$ cat src/scp_params.svh
// Constants of the serial configuration command port
// Operation
// - Frame: one, flag, designator, one, length, arguments
// - Every field travels most significant bit first
// - Selected register loops echo old contents out; spy arm loop echoes zeros
// - Read-only flag recirculates, ignores incoming arguments
// - Registers change while bits shift, no copy
// - Delay load: twelve words, low nine forwarded
// - Delays then sent to chips over 160 cycles
// - Fibre enable: two-bit code per fibre
// - Sample offset: hard reset five, soft keeps
// - Offset used only with coarse flag, latched
// - Twelve threshold overrides plus one enable bit
// - Twenty-four common-mode overrides plus enable bit
// - Spy arm tells chips to capture continuously
// - Chip select: 0,1,2 one chip, 3 all
// - Spy readback from one chip occupies line
// - Spy words interleaved by word index
// - Soft reset lasts length cycles, spares configuration
// - Pedestal word access, then address auto-increments
// - Address bit eight picks pedestal or thresholds
// - Invalid strip excludes common mode and clustering; threshold 255 excludes clustering only
// - Address: memory, half, strip fields
// - Memory select 111 writes all six memories
// - Mode bits pick output format and capture
// - Calibration command read returns busy flag
`ifndef SCP_PARAMS_SVH
`define SCP_PARAMS_SVH

// ****************************************************************
// Command designators
// ****************************************************************
`define SCP_D_DELAY 5'h01
`define SCP_D_FIBEN 5'h02
`define SCP_D_SPOS 5'h03
`define SCP_D_THR 5'h04
`define SCP_D_THREN 5'h05
`define SCP_D_SPYARM 5'h07
`define SCP_D_SPYFIRE 5'h08
`define SCP_D_CM 5'h0A
`define SCP_D_CMEN 5'h0B
`define SCP_D_SOFT 5'h0C
`define SCP_D_PEDDAT 5'h0D
`define SCP_D_PEDADR 5'h0E
`define SCP_D_NVALID 5'h0F
`define SCP_D_MODE 5'h10
`define SCP_D_SCOPE 5'h11
`define SCP_D_CAL 5'h12
`define SCP_D_NSAMP 5'h13
`define SCP_D_MON 5'h14
`define SCP_D_COARSE 5'h15

// ****************************************************************
// Field widths and positions
// ****************************************************************
`define SCP_DESIG_LAST 4'h4
`define SCP_LEN_LAST 4'hF
`define SCP_W_DELAY 180
`define SCP_DWORD_W 15
`define SCP_FWD_W 9
`define SCP_FIBRES 12
`define SCP_W_TXSNAP 108
`define SCP_W_FIBEN 24
`define SCP_W_SPOS 5
`define SCP_W_THR 120
`define SCP_W_CM 240
`define SCP_W_PED 36
`define SCP_W_PEDADR 12
`define SCP_W_NVALID 192
`define SCP_W_MODE 5
`define SCP_W_SCOPE 10
`define SCP_W_NSAMP 12
`define SCP_W_MON 145
`define SCP_W_SPY 3
`define SCP_PA_MEM_HI 11
`define SCP_PA_MEM_LO 9
`define SCP_PA_HALF 8
`define SCP_PED_V1 28
`define SCP_PED_V0 10
`define SCP_CT1_HI 25
`define SCP_CT1_LO 18
`define SCP_CT0_HI 7
`define SCP_CT0_LO 0
`define SCP_CT_EXCL 8'hFF
`define SCP_MEM_ALL 3'h7
`define SCP_MEM_CNT 6
`define SCP_WE_ALL 6'h3F
`define SCP_CHIP_ALL 2'h3

// ****************************************************************
// Reset values and timing
// ****************************************************************
`define SCP_SPOS_RST 5'h05
`define SCP_DTX_CYCLES 8'hA0

`endif

$ cat src/scp_pkg.sv
// Types of the serial configuration command port
package scp_pkg;

  typedef enum logic [5:0] {
    SCP_IDLE = 6'h01,
    SCP_RW = 6'h02,
    SCP_DESIG = 6'h04,
    SCP_MARK = 6'h08,
    SCP_LEN = 6'h10,
    SCP_ARGS = 6'h20
  } scp_state_t;

  typedef struct packed {
    logic [179:0] delay;
    logic [23:0] fibre_en;
    logic [4:0] sample_pos;
    logic [119:0] thresh;
    logic thresh_en;
    logic [239:0] cm;
    logic cm_en;
    logic [191:0] num_valid;
    logic [4:0] mode;
    logic [9:0] scope_len;
    logic [11:0] num_samples;
    logic auto_coarse;
  } scp_cfg_t;

  typedef struct packed {
    logic [11:0] addr;
    logic [35:0] wdata;
    logic [5:0] we;
  } scp_ped_t;

endpackage

$ cat src/scp_top.sv
// Serial configuration command port: frame decoder and register loops
`include "scp_params.svh"
module scp_top
(
  input wire logic clk_i,
  input wire logic rst_i,
  input wire logic cmd_in_i,
  output logic cmd_out_o,
  input wire logic autocal_busy_i,
  input wire logic [`SCP_W_MON-1:0] monitor_levels_i,
  input wire logic [`SCP_W_PED-1:0] ped_rdata_i,
  input wire logic spy_data_i,
  output scp_pkg::scp_cfg_t cfg_o,
  output scp_pkg::scp_ped_t ped_o,
  output logic soft_rst_o,
  output logic autocal_start_o,
  output logic [4:0] samplepos_eff_o,
  output logic spy_arm_o,
  output logic [2:0] spy_chip_sel_o,
  output logic spy_fire_o,
  output logic delay_tx_en_o,
  output logic delay_tx_data_o,
  output logic [1:0] ped_excl_cm_o,
  output logic [1:0] ped_excl_cluster_o
);
  import scp_pkg::*;

  // ****************************************************************
  // Input synchronisers
  // ****************************************************************
  logic cmd_m_r;
  logic cmd_s_r;
  logic spy_m_r;
  logic spy_s_r;

  always_ff @(posedge clk_i or posedge rst_i)
  begin
    if (rst_i)
    begin
      cmd_m_r <= 1'b0;
      cmd_s_r <= 1'b0;
      spy_m_r <= 1'b0;
      spy_s_r <= 1'b0;
    end
    else
    begin
      cmd_m_r <= cmd_in_i;
      cmd_s_r <= cmd_m_r;
      spy_m_r <= spy_data_i;
      spy_s_r <= spy_m_r;
    end
  end

  // ****************************************************************
  // Frame decoder
  // ****************************************************************
  scp_state_t state_r;
  logic rw_r;
  logic [4:0] desig_r;
  logic [15:0] len_r;
  logic [3:0] fcnt_r;
  logic [15:0] len_in;
  logic args_start;
  logic cmd_done;

  always_comb
  begin
    len_in = {len_r[14:0], cmd_s_r};
    args_start = (state_r == SCP_LEN) && (fcnt_r == `SCP_LEN_LAST) &&
                 (len_in != 16'h0000);
    cmd_done = ((state_r == SCP_ARGS) && (len_r == 16'h0001)) ||
               ((state_r == SCP_LEN) && (fcnt_r == `SCP_LEN_LAST) &&
                (len_in == 16'h0000));
  end

  always_ff @(posedge clk_i or posedge rst_i)
  begin
    if (rst_i)
    begin
      state_r <= SCP_IDLE;
      rw_r <= 1'b0;
      desig_r <= 5'h00;
      len_r <= 16'h0000;
      fcnt_r <= 4'h0;
    end
    else
    begin
      unique case (state_r)
        SCP_IDLE:
          if (cmd_s_r)
            state_r <= SCP_RW;
        SCP_RW:
        begin
          rw_r <= cmd_s_r;
          fcnt_r <= 4'h0;
          state_r <= SCP_DESIG;
        end
        SCP_DESIG:
        begin
          desig_r <= {desig_r[3:0], cmd_s_r};
          fcnt_r <= fcnt_r + 4'h1;
          if (fcnt_r == `SCP_DESIG_LAST)
            state_r <= SCP_MARK;
        end
        SCP_MARK:
        begin
          fcnt_r <= 4'h0;
          state_r <= SCP_LEN;
        end
        SCP_LEN:
        begin
          len_r <= len_in;
          fcnt_r <= fcnt_r + 4'h1;
          if (fcnt_r == `SCP_LEN_LAST)
            state_r <= (len_in == 16'h0000) ? SCP_IDLE : SCP_ARGS;
        end
        SCP_ARGS:
        begin
          len_r <= len_r - 16'h0001;
          if (len_r == 16'h0001)
            state_r <= SCP_IDLE;
        end
      endcase
    end
  end

  // ****************************************************************
  // Register loops
  // ****************************************************************
  logic in_args;
  logic [179:0] q_delay;
  logic [23:0] q_fiben;
  logic [4:0] q_spos;
  logic [119:0] q_thr;
  logic [0:0] q_thren;
  logic [239:0] q_cm;
  logic [0:0] q_cmen;
  logic [35:0] q_ped;
  logic [11:0] q_padr;
  logic [191:0] q_nval;
  logic [4:0] q_mode;
  logic [9:0] q_scope;
  logic [11:0] q_nsamp;
  logic [0:0] q_coarse;
  logic [144:0] q_mon;
  logic [2:0] q_spy;
  logic [0:0] q_cal;
  logic act_r;
  logic [4:0] act_desig_r;
  logic act_rw_r;
  logic padr_inc;

  assign in_args = (state_r == SCP_ARGS);
  assign padr_inc = act_r && (act_desig_r == `SCP_D_PEDDAT);

  // Only the designated loop shifts; unused codes select none
  scp_shift_loop #(.W(`SCP_W_DELAY)) u_delay (.clk_i(clk_i), .rst_i(rst_i),
    .shift_i(in_args && desig_r == `SCP_D_DELAY), .recirc_i(rw_r),
    .bit_i(cmd_s_r), .load_i(1'b0), .load_d_i('0), .q_o(q_delay));
  scp_shift_loop #(.W(`SCP_W_FIBEN)) u_fiben (.clk_i(clk_i), .rst_i(rst_i),
    .shift_i(in_args && desig_r == `SCP_D_FIBEN), .recirc_i(rw_r),
    .bit_i(cmd_s_r), .load_i(1'b0), .load_d_i('0), .q_o(q_fiben));
  scp_shift_loop #(.W(`SCP_W_SPOS), .RST(`SCP_SPOS_RST)) u_spos (
    .clk_i(clk_i), .rst_i(rst_i),
    .shift_i(in_args && desig_r == `SCP_D_SPOS), .recirc_i(rw_r),
    .bit_i(cmd_s_r), .load_i(1'b0), .load_d_i('0), .q_o(q_spos));
  scp_shift_loop #(.W(`SCP_W_THR)) u_thr (.clk_i(clk_i), .rst_i(rst_i),
    .shift_i(in_args && desig_r == `SCP_D_THR), .recirc_i(rw_r),
    .bit_i(cmd_s_r), .load_i(1'b0), .load_d_i('0), .q_o(q_thr));
  scp_shift_loop #(.W(1)) u_thren (.clk_i(clk_i), .rst_i(rst_i),
    .shift_i(in_args && desig_r == `SCP_D_THREN), .recirc_i(rw_r),
    .bit_i(cmd_s_r), .load_i(1'b0), .load_d_i('0), .q_o(q_thren));
  scp_shift_loop #(.W(`SCP_W_CM)) u_cm (.clk_i(clk_i), .rst_i(rst_i),
    .shift_i(in_args && desig_r == `SCP_D_CM), .recirc_i(rw_r),
    .bit_i(cmd_s_r), .load_i(1'b0), .load_d_i('0), .q_o(q_cm));
  scp_shift_loop #(.W(1)) u_cmen (.clk_i(clk_i), .rst_i(rst_i),
    .shift_i(in_args && desig_r == `SCP_D_CMEN), .recirc_i(rw_r),
    .bit_i(cmd_s_r), .load_i(1'b0), .load_d_i('0), .q_o(q_cmen));
  // Pedestal word is fetched from memory before its arguments shift
  scp_shift_loop #(.W(`SCP_W_PED)) u_ped (.clk_i(clk_i), .rst_i(rst_i),
    .shift_i(in_args && desig_r == `SCP_D_PEDDAT), .recirc_i(rw_r),
    .bit_i(cmd_s_r), .load_i(args_start && desig_r == `SCP_D_PEDDAT),
    .load_d_i(ped_rdata_i), .q_o(q_ped));
  scp_shift_loop #(.W(`SCP_W_PEDADR)) u_padr (.clk_i(clk_i), .rst_i(rst_i),
    .shift_i(in_args && desig_r == `SCP_D_PEDADR), .recirc_i(rw_r),
    .bit_i(cmd_s_r), .load_i(padr_inc),
    .load_d_i(q_padr + 12'h001), .q_o(q_padr));
  scp_shift_loop #(.W(`SCP_W_NVALID)) u_nval (.clk_i(clk_i), .rst_i(rst_i),
    .shift_i(in_args && desig_r == `SCP_D_NVALID), .recirc_i(rw_r),
    .bit_i(cmd_s_r), .load_i(1'b0), .load_d_i('0), .q_o(q_nval));
  scp_shift_loop #(.W(`SCP_W_MODE)) u_mode (.clk_i(clk_i), .rst_i(rst_i),
    .shift_i(in_args && desig_r == `SCP_D_MODE), .recirc_i(rw_r),
    .bit_i(cmd_s_r), .load_i(1'b0), .load_d_i('0), .q_o(q_mode));
  scp_shift_loop #(.W(`SCP_W_SCOPE)) u_scope (.clk_i(clk_i), .rst_i(rst_i),
    .shift_i(in_args && desig_r == `SCP_D_SCOPE), .recirc_i(rw_r),
    .bit_i(cmd_s_r), .load_i(1'b0), .load_d_i('0), .q_o(q_scope));
  scp_shift_loop #(.W(`SCP_W_NSAMP)) u_nsamp (.clk_i(clk_i), .rst_i(rst_i),
    .shift_i(in_args && desig_r == `SCP_D_NSAMP), .recirc_i(rw_r),
    .bit_i(cmd_s_r), .load_i(1'b0), .load_d_i('0), .q_o(q_nsamp));
  scp_shift_loop #(.W(1)) u_coarse (.clk_i(clk_i), .rst_i(rst_i),
    .shift_i(in_args && desig_r == `SCP_D_COARSE), .recirc_i(rw_r),
    .bit_i(cmd_s_r), .load_i(1'b0), .load_d_i('0), .q_o(q_coarse));
  // Monitor loop always recirculates a snapshot of the buffer levels
  scp_shift_loop #(.W(`SCP_W_MON)) u_mon (.clk_i(clk_i), .rst_i(rst_i),
    .shift_i(in_args && desig_r == `SCP_D_MON), .recirc_i(1'b1),
    .bit_i(cmd_s_r), .load_i(args_start && desig_r == `SCP_D_MON),
    .load_d_i(monitor_levels_i), .q_o(q_mon));
  scp_shift_loop #(.W(`SCP_W_SPY)) u_spy (.clk_i(clk_i), .rst_i(rst_i),
    .shift_i(in_args && desig_r == `SCP_D_SPYARM), .recirc_i(rw_r),
    .bit_i(cmd_s_r), .load_i(1'b0), .load_d_i('0), .q_o(q_spy));
  // Calibration loop is loaded with the busy flag so a read polls it
  scp_shift_loop #(.W(1)) u_cal (.clk_i(clk_i), .rst_i(rst_i),
    .shift_i(in_args && desig_r == `SCP_D_CAL), .recirc_i(rw_r),
    .bit_i(cmd_s_r), .load_i(args_start && desig_r == `SCP_D_CAL),
    .load_d_i(autocal_busy_i), .q_o(q_cal));

  // Loops drive the outputs live, so they move during a command
  always_comb
  begin
    cfg_o.delay = q_delay;
    cfg_o.fibre_en = q_fiben;
    cfg_o.sample_pos = q_spos;
    cfg_o.thresh = q_thr;
    cfg_o.thresh_en = q_thren[0];
    cfg_o.cm = q_cm;
    cfg_o.cm_en = q_cmen[0];
    cfg_o.num_valid = q_nval;
    cfg_o.mode = q_mode;
    cfg_o.scope_len = q_scope;
    cfg_o.num_samples = q_nsamp;
    cfg_o.auto_coarse = q_coarse[0];
  end

  // ****************************************************************
  // Serial echo
  // ****************************************************************
  logic echo;

  always_comb
  begin
    echo = 1'b0;
    case (desig_r)
      `SCP_D_DELAY: echo = q_delay[`SCP_W_DELAY-1];
      `SCP_D_FIBEN: echo = q_fiben[`SCP_W_FIBEN-1];
      `SCP_D_SPOS: echo = q_spos[`SCP_W_SPOS-1];
      `SCP_D_THR: echo = q_thr[`SCP_W_THR-1];
      `SCP_D_THREN: echo = q_thren[0];
      `SCP_D_CM: echo = q_cm[`SCP_W_CM-1];
      `SCP_D_CMEN: echo = q_cmen[0];
      `SCP_D_PEDDAT: echo = q_ped[`SCP_W_PED-1];
      `SCP_D_PEDADR: echo = q_padr[`SCP_W_PEDADR-1];
      `SCP_D_NVALID: echo = q_nval[`SCP_W_NVALID-1];
      `SCP_D_MODE: echo = q_mode[`SCP_W_MODE-1];
      `SCP_D_SCOPE: echo = q_scope[`SCP_W_SCOPE-1];
      `SCP_D_NSAMP: echo = q_nsamp[`SCP_W_NSAMP-1];
      `SCP_D_COARSE: echo = q_coarse[0];
      `SCP_D_MON: echo = q_mon[`SCP_W_MON-1];
      `SCP_D_CAL: echo = q_cal[0];
      `SCP_D_SPYFIRE: echo = spy_s_r;
      default: echo = 1'b0;
    endcase
  end

  always_ff @(posedge clk_i or posedge rst_i)
  begin
    if (rst_i)
      cmd_out_o <= 1'b0;
    else
      cmd_out_o <= in_args && echo;
  end

  // ****************************************************************
  // End-of-command actions, one cycle after the last bit
  // ****************************************************************
  always_ff @(posedge clk_i or posedge rst_i)
  begin
    if (rst_i)
    begin
      act_r <= 1'b0;
      act_desig_r <= 5'h00;
      act_rw_r <= 1'b0;
    end
    else
    begin
      act_r <= cmd_done;
      act_desig_r <= desig_r;
      act_rw_r <= rw_r;
    end
  end

  // Soft reset high for exactly the argument bits of its frame
  always_ff @(posedge clk_i or posedge rst_i)
  begin
    if (rst_i)
      soft_rst_o <= 1'b0;
    else
      soft_rst_o <= in_args && desig_r == `SCP_D_SOFT;
  end

  // Calibration start; offset latched so later edits do not matter
  always_ff @(posedge clk_i or posedge rst_i)
  begin
    if (rst_i)
    begin
      autocal_start_o <= 1'b0;
      samplepos_eff_o <= 5'h00;
    end
    else
    begin
      autocal_start_o <= act_r && !act_rw_r &&
                         act_desig_r == `SCP_D_CAL && q_cal[0];
      if (act_r && !act_rw_r && act_desig_r == `SCP_D_CAL && q_cal[0])
        samplepos_eff_o <= q_coarse[0] ? q_spos : 5'h00;
    end
  end

  // ****************************************************************
  // Spy capture control
  // ****************************************************************
  always_ff @(posedge clk_i or posedge rst_i)
  begin
    if (rst_i)
    begin
      spy_arm_o <= 1'b0;
      spy_chip_sel_o <= 3'h0;
      spy_fire_o <= 1'b0;
    end
    else
    begin
      spy_arm_o <= act_r && act_desig_r == `SCP_D_SPYARM &&
                   q_spy[2];
      if (act_r && act_desig_r == `SCP_D_SPYARM)
        spy_chip_sel_o <= (q_spy[1:0] == `SCP_CHIP_ALL) ? 3'h7 :
                          3'(3'h1 << q_spy[1:0]);
      // Readback streams the chip's serial data during the frame's argument bits
      spy_fire_o <= in_args && desig_r == `SCP_D_SPYFIRE;
    end
  end

  // ****************************************************************
  // Delay chip transmission
  // ****************************************************************
  logic [`SCP_W_TXSNAP-1:0] fwd;
  logic [`SCP_W_TXSNAP-1:0] tx_snap_r;
  logic [7:0] tx_cnt_r;

  // Low nine bits of each fifteen-bit word, first fibre first
  always_comb
  begin
    fwd = '0;
    for (int i = 0; i < `SCP_FIBRES; i++)
      fwd[i*`SCP_FWD_W +: `SCP_FWD_W] =
        q_delay[i*`SCP_DWORD_W +: `SCP_FWD_W];
  end

  always_ff @(posedge clk_i or posedge rst_i)
  begin
    if (rst_i)
    begin
      tx_cnt_r <= 8'h00;
      tx_snap_r <= '0;
      delay_tx_en_o <= 1'b0;
      delay_tx_data_o <= 1'b0;
    end
    else if (act_r && act_desig_r == `SCP_D_DELAY)
    begin
      tx_cnt_r <= `SCP_DTX_CYCLES;
      tx_snap_r <= fwd;
      delay_tx_en_o <= 1'b0;
      delay_tx_data_o <= 1'b0;
    end
    else if (tx_cnt_r != 8'h00)
    begin
      tx_cnt_r <= tx_cnt_r - 8'h01;
      tx_snap_r <= {tx_snap_r[`SCP_W_TXSNAP-2:0], 1'b0};
      delay_tx_en_o <= 1'b1;
      delay_tx_data_o <= tx_snap_r[`SCP_W_TXSNAP-1];
    end
    else
    begin
      delay_tx_en_o <= 1'b0;
      delay_tx_data_o <= 1'b0;
    end
  end

  // ****************************************************************
  // Pedestal memory port
  // ****************************************************************
  logic [5:0] we_mask;

  always_comb
  begin
    if (q_padr[`SCP_PA_MEM_HI:`SCP_PA_MEM_LO] == `SCP_MEM_ALL)
      we_mask = `SCP_WE_ALL;
    else if (q_padr[`SCP_PA_MEM_HI:`SCP_PA_MEM_LO] < 3'(`SCP_MEM_CNT))
      we_mask = 6'(6'h01 << q_padr[`SCP_PA_MEM_HI:`SCP_PA_MEM_LO]);
    else
      we_mask = 6'h00;
  end

  always_ff @(posedge clk_i or posedge rst_i)
  begin
    if (rst_i)
      ped_o <= '0;
    else
    begin
      ped_o.addr <= q_padr;
      ped_o.wdata <= q_ped;
      ped_o.we <= (padr_inc && !act_rw_r) ? we_mask : 6'h00;
    end
  end

  // Strip exclusion flags decoded from the current word
  always_ff @(posedge clk_i or posedge rst_i)
  begin
    if (rst_i)
    begin
      ped_excl_cm_o <= 2'h0;
      ped_excl_cluster_o <= 2'h0;
    end
    else if (!q_padr[`SCP_PA_HALF])
    begin
      ped_excl_cm_o <= {!q_ped[`SCP_PED_V1], !q_ped[`SCP_PED_V0]};
      ped_excl_cluster_o <= {!q_ped[`SCP_PED_V1],
                             !q_ped[`SCP_PED_V0]};
    end
    else
    begin
      ped_excl_cm_o <= 2'h0;
      ped_excl_cluster_o <= {
        q_ped[`SCP_CT1_HI:`SCP_CT1_LO] == `SCP_CT_EXCL,
        q_ped[`SCP_CT0_HI:`SCP_CT0_LO] == `SCP_CT_EXCL};
    end
  end
endmodule

$ cat src/scp_shift_loop.sv
// Shift loop register for one configuration command
module scp_shift_loop
#(
  parameter int W = 8,
  parameter logic [W-1:0] RST = '0
)
(
  input wire logic clk_i,
  input wire logic rst_i,
  input wire logic shift_i,
  input wire logic recirc_i,
  input wire logic bit_i,
  input wire logic load_i,
  input wire logic [W-1:0] load_d_i,
  output logic [W-1:0] q_o
);
  logic in_bit;
  logic [W:0] cat;

  always_comb
  begin
    in_bit = recirc_i ? q_o[W-1] : bit_i;
    cat = {q_o, in_bit};
  end

  always_ff @(posedge clk_i or posedge rst_i)
  begin
    if (rst_i)
      q_o <= RST;
    else if (load_i)
      q_o <= load_d_i;
    else if (shift_i)
      q_o <= cat[W-1:0];
  end
endmodule

$ cat config.mk
export PLATFORM = sky130hd
export DESIGN_NAME = scp_top
export DESIGN_NICKNAME = d
export VERILOG_FILES = /design/src/scp_pkg.sv /design/src/scp_top.sv /design/src/scp_shift_loop.sv
export VERILOG_INCLUDE_DIRS = /design/src /design/src/src
export SDC_FILE = /design/constraint.sdc
export NUM_CORES = 2
export LEC_CHECK = 0
export BUFFER_PORTS_ARGS = -buffer_cell sky130_fd_sc_hd__buf_4
export CAP_MARGIN = 20
export CORE_AREA = 2 2 405 407
export DETAILED_ROUTE_END_ITERATION = 10
export DIE_AREA = 0 0 407 409
export SYNTH_ARGS = -nofsm -noshare
export SYNTH_HDL_FRONTEND = slang
export SYNTH_HIERARCHICAL = 1
export SYNTH_SLANG_ARGS = --single-unit
export TNS_END_PERCENT = 1
$ cat constraint.sdc
create_clock -name clk_i -period 8.85 [get_ports clk_i]
set_input_delay 1.3275 -clock clk_i [delete_from_list [all_inputs] [get_ports clk_i]]
set_output_delay 1.3275 -clock clk_i [all_outputs]
set_load 0.02 [all_outputs]
# Word level (Yosys, flattened, before mapping)
# Cells that the tools add are included.
op_classes:
  addsub: 4
  order_cmp: 1
  eq_ne: 41
  shifts: 2
  n_mux: 45
  bitwise: 1
  reduce_logical: 56
op_table:
  columns: ["cell", "count"]
  rows:
  - ["two-way mux 145 bit", 2]
  - ["two-way mux 108 bit", 2]
  - ["two-way mux 36 bit", 2]
  - ["two-way mux 6 bit", 8]
  - ["== test 5 x 4 -> 1 bit, second input constant", 8]
  - ["one-hot mux 6 bit (6 select lines)", 1]
  - ["== test 5 bit, second input constant", 7]
  - ["logical AND 1 bit", 35]
  - ["one-hot mux 16 bit (2 select lines)", 1]
  - ["two-way mux 12 bit", 2]
  - ["== test 5 x 3 -> 1 bit, second input constant", 4]
  - ["two-way mux 1 bit", 19]
  - ["one-hot mux 1 bit (17 select lines)", 1]
  - ["== test 16 x 1 -> 1 bit, second input constant", 1]
  - ["== test 8 bit, second input constant", 2]
  - ["zero test 16 bit", 1]
  - ["two-way mux 8 bit", 2]
  - ["nonzero test 16 bit", 1]
  - ["subtractor 16 x 1 -> 16 bit, second input constant", 1]
  - ["nonzero test 2 bit", 7]
  - ["adder 12 x 1 -> 12 bit, second input constant", 1]
  - ["== test 5 x 1 -> 1 bit, second input constant", 2]
  - ["== test 5 x 2 -> 1 bit, second input constant", 2]
  - ["one-hot mux 4 bit (2 select lines)", 1]
  - ["other kinds (27)", 37]
word_totals:
  ff_bits: 1220
  in_bits: 186
  output_inout_bits: 864
  elab_cells: 195

# Longest topological paths before layout
depth:
  depth_word: 6
  mapped_depth: 12
  mapped_depth_nobuf: 7

# Cells and area by module
# Netlist, hierarchy kept.
by_module_without_submodules:
  columns: ["mod", "instances", "cells_each", "area_per_inst_um2", "seq_area_each_um2"]
  rows:
  - ["scp_shift_loop (u_cm)", 1, 1043, 11120.7, 6005.8]
  - ["scp_top", 1, 947, 10087.2, 5806.8]
  - ["scp_shift_loop (u_nval)", 1, 836, 8999.9, 4804.6]
  - ["scp_shift_loop (u_delay)", 1, 783, 8271.7, 4504.3]
  - ["scp_shift_loop (u_mon)", 1, 631, 6688.9, 3628.5]
  - ["scp_shift_loop (u_thr)", 1, 524, 5637.9, 3002.9]
  - ["scp_shift_loop (u_ped)", 1, 159, 1722.9, 900.9]
  - ["scp_shift_loop (u_fiben)", 1, 107, 1151.1, 600.6]
  - ["scp_shift_loop (u_nsamp ...)", 2, 54, 569.3, 300.3]
  - ["scp_shift_loop (u_scope)", 1, 46, 494.2, 250.2]
  - ["scp_shift_loop (u_spos)", 1, 25, 265.3, 127.6]
  - ["scp_shift_loop (u_mode)", 1, 25, 262.8, 125.1]
  - ["scp_shift_loop (u_cal ...)", 4, 7, 62.6, 25.0]
  - ["scp_shift_loop (u_spy)", 1, 15, 157.7, 75.1]

# Worst setup path after synthesis
# Ideal clock, no wire load.
synth_timing:
  path_type: "reg2reg"
  from: "register len_r[5]"
  to: "register u_mon.q_o[100]"
  setup_ns: 0.132
  t_arrival_ns: 2.531
  required_ns: 8.718
  path_slack_ns: 6.187
  path_stages_with_launch: 11
  n_path_buf: 3
  synth_period_minus_slack_ns: 2.663
  cell_sequence: "dfrtp_1 -> or4_4 -> or4_1 -> and4bb_2 -> nand4b_1 -> nor2_1 -> buf_4 -> buf_4 -> buf_2 -> nand2_1 -> o21ai_1"
synth_between:
  elab_chain_len: 4
  word_cells_on_any_way: 5
  classes_between: "mux: 1; reduce/logical: 4"
synth_rtl:
  columns: ["element", "line_no", "rtl"]
  rows:
  - ["start, declared", "scp_top.sv:60", "logic [15:0] len_r;"]
  - ["start signal, assigned", "scp_top.sv:112", "len_r <= len_in;"]
  - ["start signal, assigned", "scp_top.sv:119", "len_r <= len_r - 16'h0001;"]
  - ["nonzero test 16 bit (*)", "scp_top.sv:70", "(len_in != 16'h0000);"]
  - ["logical AND 1 bit (*)", "scp_top.sv:69", "args_start = (state_r == SCP_LEN) && (fcnt_r == `SCP_LEN_LAST) &&"]
  - ["logical AND 1 bit (no source line) (*)", null, null]
  - ["two-way mux 145 bit or nonzero test 2 bit (tied branches)", null, null]
  - ["end signal, assigned", "scp_shift_loop.sv:31", "q_o <= load_d_i;"]
  - ["end signal, assigned", "scp_shift_loop.sv:33", "q_o <= cat[W-1:0];"]
  - ["end, declared", "scp_shift_loop.sv:15", "output logic [W-1:0] q_o"]
# Mark *: on every way between the ends. The rest lies on a longest branch, timed or not.
# A chain may end at the register's enable or synchronous reset.

# Worst setup path in the final report
layout_timing:
  from: "register state_r[4]"
  to: "register u_nval.q_o[174]"
layout_between:
  elab_chain_len: 2
layout_rtl:
  columns: ["element", "line_no", "rtl"]
  rows:
  - ["start, declared", "scp_top.sv:57", "scp_state_t state_r;"]
  - ["start signal, assigned", "scp_top.sv:115", "state_r <= (len_in == 16'h0000) ? SCP_IDLE : SCP_ARGS;"]
  - ["== test 6 bit", "scp_top.sv:153", "assign in_args = (state_r == SCP_ARGS);"]
  - ["logical AND 1 bit (no source line)", null, null]
  - ["end signal, assigned", "scp_shift_loop.sv:31", null]
  - ["end signal, assigned", "scp_shift_loop.sv:33", null]
  - ["end, declared", "scp_shift_loop.sv:15", null]
# Every way passes these cells.

==> reports/qor.yml <==
status: "completed"
wl_mm: 173
antenna_found_initial: 16
async_flop_share_pct: 100
yosysWarnings: 6
io_pins: 1050
grt_pass1_vias: 41733
finalMaxSlewViolations: 0
synth_seq_cells: 1220
yosysSeqAreaShare_pct: 54.3
path_delay_family: "simple AND/OR/NAND/NOR gates"
synthFlopType: "dfrtp_1"
dpl_cell_area_um2: 67700
rows: 148
design_area_um2: 72700
portBuffers: 1049
internal-power_mw: 10.6
cp_cell_sequence: "nor4b_1 > and2_1 > nand2_1 > nor2_4 > buf_4 > buf_4 > mux2i_1 > o21ai_1"
cts_root_buf: "clkbuf_16"
preCtsSetupSlack_ns: 4.49
seqCellArea_um2: 30500
grt_max_degree: 386
worst_slew_pin_slew_ns: 1.31
nFillCells: 15494
grt_pass1_wl_mm: 261
synthesis.area_um2: 56200
via_count: 42439
power.density_nw_per_um2: 209
synth_cell_types: 65
cp-end-kind: "flop"
ir_drop_mv: 0.170
layout-drive-gt1-share_pct: 19.4
cts_sinks: 1220
path_clk_slew_ns: 0.06
post_cts.repair.setup_buffers: 0
cts_buffers: 145
die_area_um2: 166000
netSwitchingFraction_pct: 29.9
rrSetupSlack_ns: 4.51
setup.worst_path.class: "reg -> reg"
setup_slack_ns: 4.51
crit_slowest_cell: "nor2_4"
critPathMostFrequentCell: "buf_4"
drtAntennaViolNets: 0
setup_viol: 0
fmax_ghz: 0.230
synth_edf_count: 0
cts_resized: 0
nets: 7160
dieWidth_um: 407
core_um2: 162000
synth_area_per_cell_um2: 10.7
maxSlewHeadroom_pct: 12.9
pwr-share-seq_pct: 43.7
whs_ns: 0.355
worstPathMaxFanout: 37
cts_buffer_depth: 3
syn_to_final_growth_pct: 29.3
htreeDepth: 4
clock_power_share_pct: 40.3
clock_latency_ns: 0.76
power_switching_mw: 4.54
clock-skew-final_ns: 0.0355
final_util_pct: 44.9
pwr-share-comb_pct: 16.0
crit_required_ns: 9.48
multi_input_area_um2: 26100
routed_via_density: 4.58
cts_tree: "yes"
rsz0062_at_grt: "no"
ctsHoldBuffers: 0
dp_hpwl_mm: 121
startpoint_type: "flop"
die_h_um: 409
drv_cap: 0
finalHoldViolCount: 0
grt-ovfl-total: 0
power.leakage_nw: 30.2
initial_core_util_pct: 34.7
grtUsageTotal_pct: 20.3
fin_crit_sh_pct: 49.1
synthCells: 5277
wl_per_cell_um: 18.7
drtIter0Drc: 3089
critPathBufInv: 2
drc: 0
setup_tns_ns: 0
slowest_delay_ns: 0.87
worstPathArrival_ns: 4.97
drt-pass1-iter-count: 5
gp_congestion: 0.844
worstHoldPathType: "reg -> reg"
period_needed_ns: 4.34
-- registers in the layout, summed over array words and instances (netlist names), 4 cells and up --
signal / flops
act_desig_r: 5
u_scope/q_o: 10
desig_r: 5
u_spos/q_o: 5
u_mon/q_o: 145
u_nsamp/q_o: 12
state_r: 6
u_delay/q_o: 180
u_nval/q_o: 192
len_r: 16
fcnt_r: 4
u_ped/q_o: 36
ped_o: 54
u_padr/q_o: 12
u_cm/q_o: 240
u_fiben/q_o: 24
u_mode/q_o: 5
u_thr/q_o: 120
samplepos_eff_o: 5
tx_cnt_r: 8
tx_snap_r: 108
-- power by group through the flow --
stage	clock, mW	combinational (mW)	sequential [mW]
floorplan	0	1.06	6.94
global placement	0	2.37	6.71
detailed placement	0	2.40	6.72
CTS	6.28	2.41	6.64
global route	6.50	2.65	6.71
finish	6.12	2.42	6.63
-- synthesized netlist by cell type, types with 13 or more instances --
master	instances	share of area, %
buf_4	37	0.49
buf_2	100	0.89
buf_1	13	0.087
buf_12	23	0.82
buf_6	37	0.74
xnor2_1	15	0.23
and3_1	16	0.18
buf_8	32	0.85
inv_1	37	0.25
o21ai_1	844	7.5
clkbuf_1	143	0.95
mux2i_1	1094	19
dfrtp_1	1217	54
or3b_1	13	0.20
nand3_1	22	0.20
nand2_1	1141	7.6
nor2_1	52	0.35
o21ai_0	257	2.3
-- worst reg2reg max path, cell delays in order (launching register included) --
cell	delay, ns
dfrtp_1	0.46
nor4b_1	0.46
and2_1	0.50
nand2_1	0.30
nor2_4	0.87
buf_4	0.60
buf_4	0.64
mux2i_1	0.33
o21ai_1	0.08
-- placed cells by master, fill, tap and decap left out, types with 6 or more instances in the layout --
master and count:
dfrtp_1 1215, nand4_1 8, bufinv_16 7, mux2_2 10, o211ai_2 8, o21ai_0 257, o211ai_1 11, conb_1 836
a21oi_1 8, or3b_1 13, ha_1 10, nor3_1 10, nand2_1 1141, nand3_1 22, clkbuf_8 38, nand2b_1 11
nor2b_1 8, mux2i_1 1094, clkinvlp_4 6, clkinv_2 12, diode_2 15, o21ai_1 844, a31oi_1 7, and3_1 15
inv_1 30, nor2_1 46, or2b_1 6, buf_4 1083, clkbuf_1 32, clkbuf_16 147, xnor2_1 15, xor2_1 7
-- per-layer routing --
layer  global-route usage [%]  routed length, um
met1                     25.5              72600
met2                     32.5              81300
met3                     6.71              14000
met4                     6.88               5180
met5                        0                 10
-- path summary, 6_finish.rpt --
path,startpoint,to,depth (start not counted)
worst min register to register,spy_m_r,spy_s_r,0
max in group asynchronous,rst_i,u_delay/q_o[134],3
worst max-delay path,state_r[4],u_nval/q_o[174],8
worst min-delay path,spy_m_r,spy_s_r,0
min in group asynchronous,rst_i,u_mode/q_o[1],2
worst max register to register,state_r[4],u_nval/q_o[174],8
-- metrics by stage --
step | power (mW) | std cells
2_1_floorplan | 7.99 | 6111
4_1_cts | 15.3 | 9244
3_3_place_gp | 9.08 | 8986
5_1_grt | 15.9 | 9257
3_5_place_dp | 9.13 | 8988
6_report | 15.2 | 9263
-- cell type report --
cell class	instances	area share, %
well taps	2175	3.74
multi-input cells	4469	35.8
clock buffers	217	5.94
flip-flops and latches	1220	42.0
clock inverters	39	0.778
repair buffers	1091	11.4
diodes	15	0.0516
inverters	37	0.243
-- cells by family (layout without fill, tap and decap cells) --
group	after synthesis	after routing	share of synthesized area, %
compound gates	1165	1165	10.7
flops	1220	1220	54.3
fa+ha+maj	10	10	0.222
simple gates	1332	1332	9.64
buf+inv	422	1384	5.08
other cells	2	851	0.0134
xor+xnor	22	22	0.343
mux	1104	1104	19.7
Power figures use the tool's default switching activity.
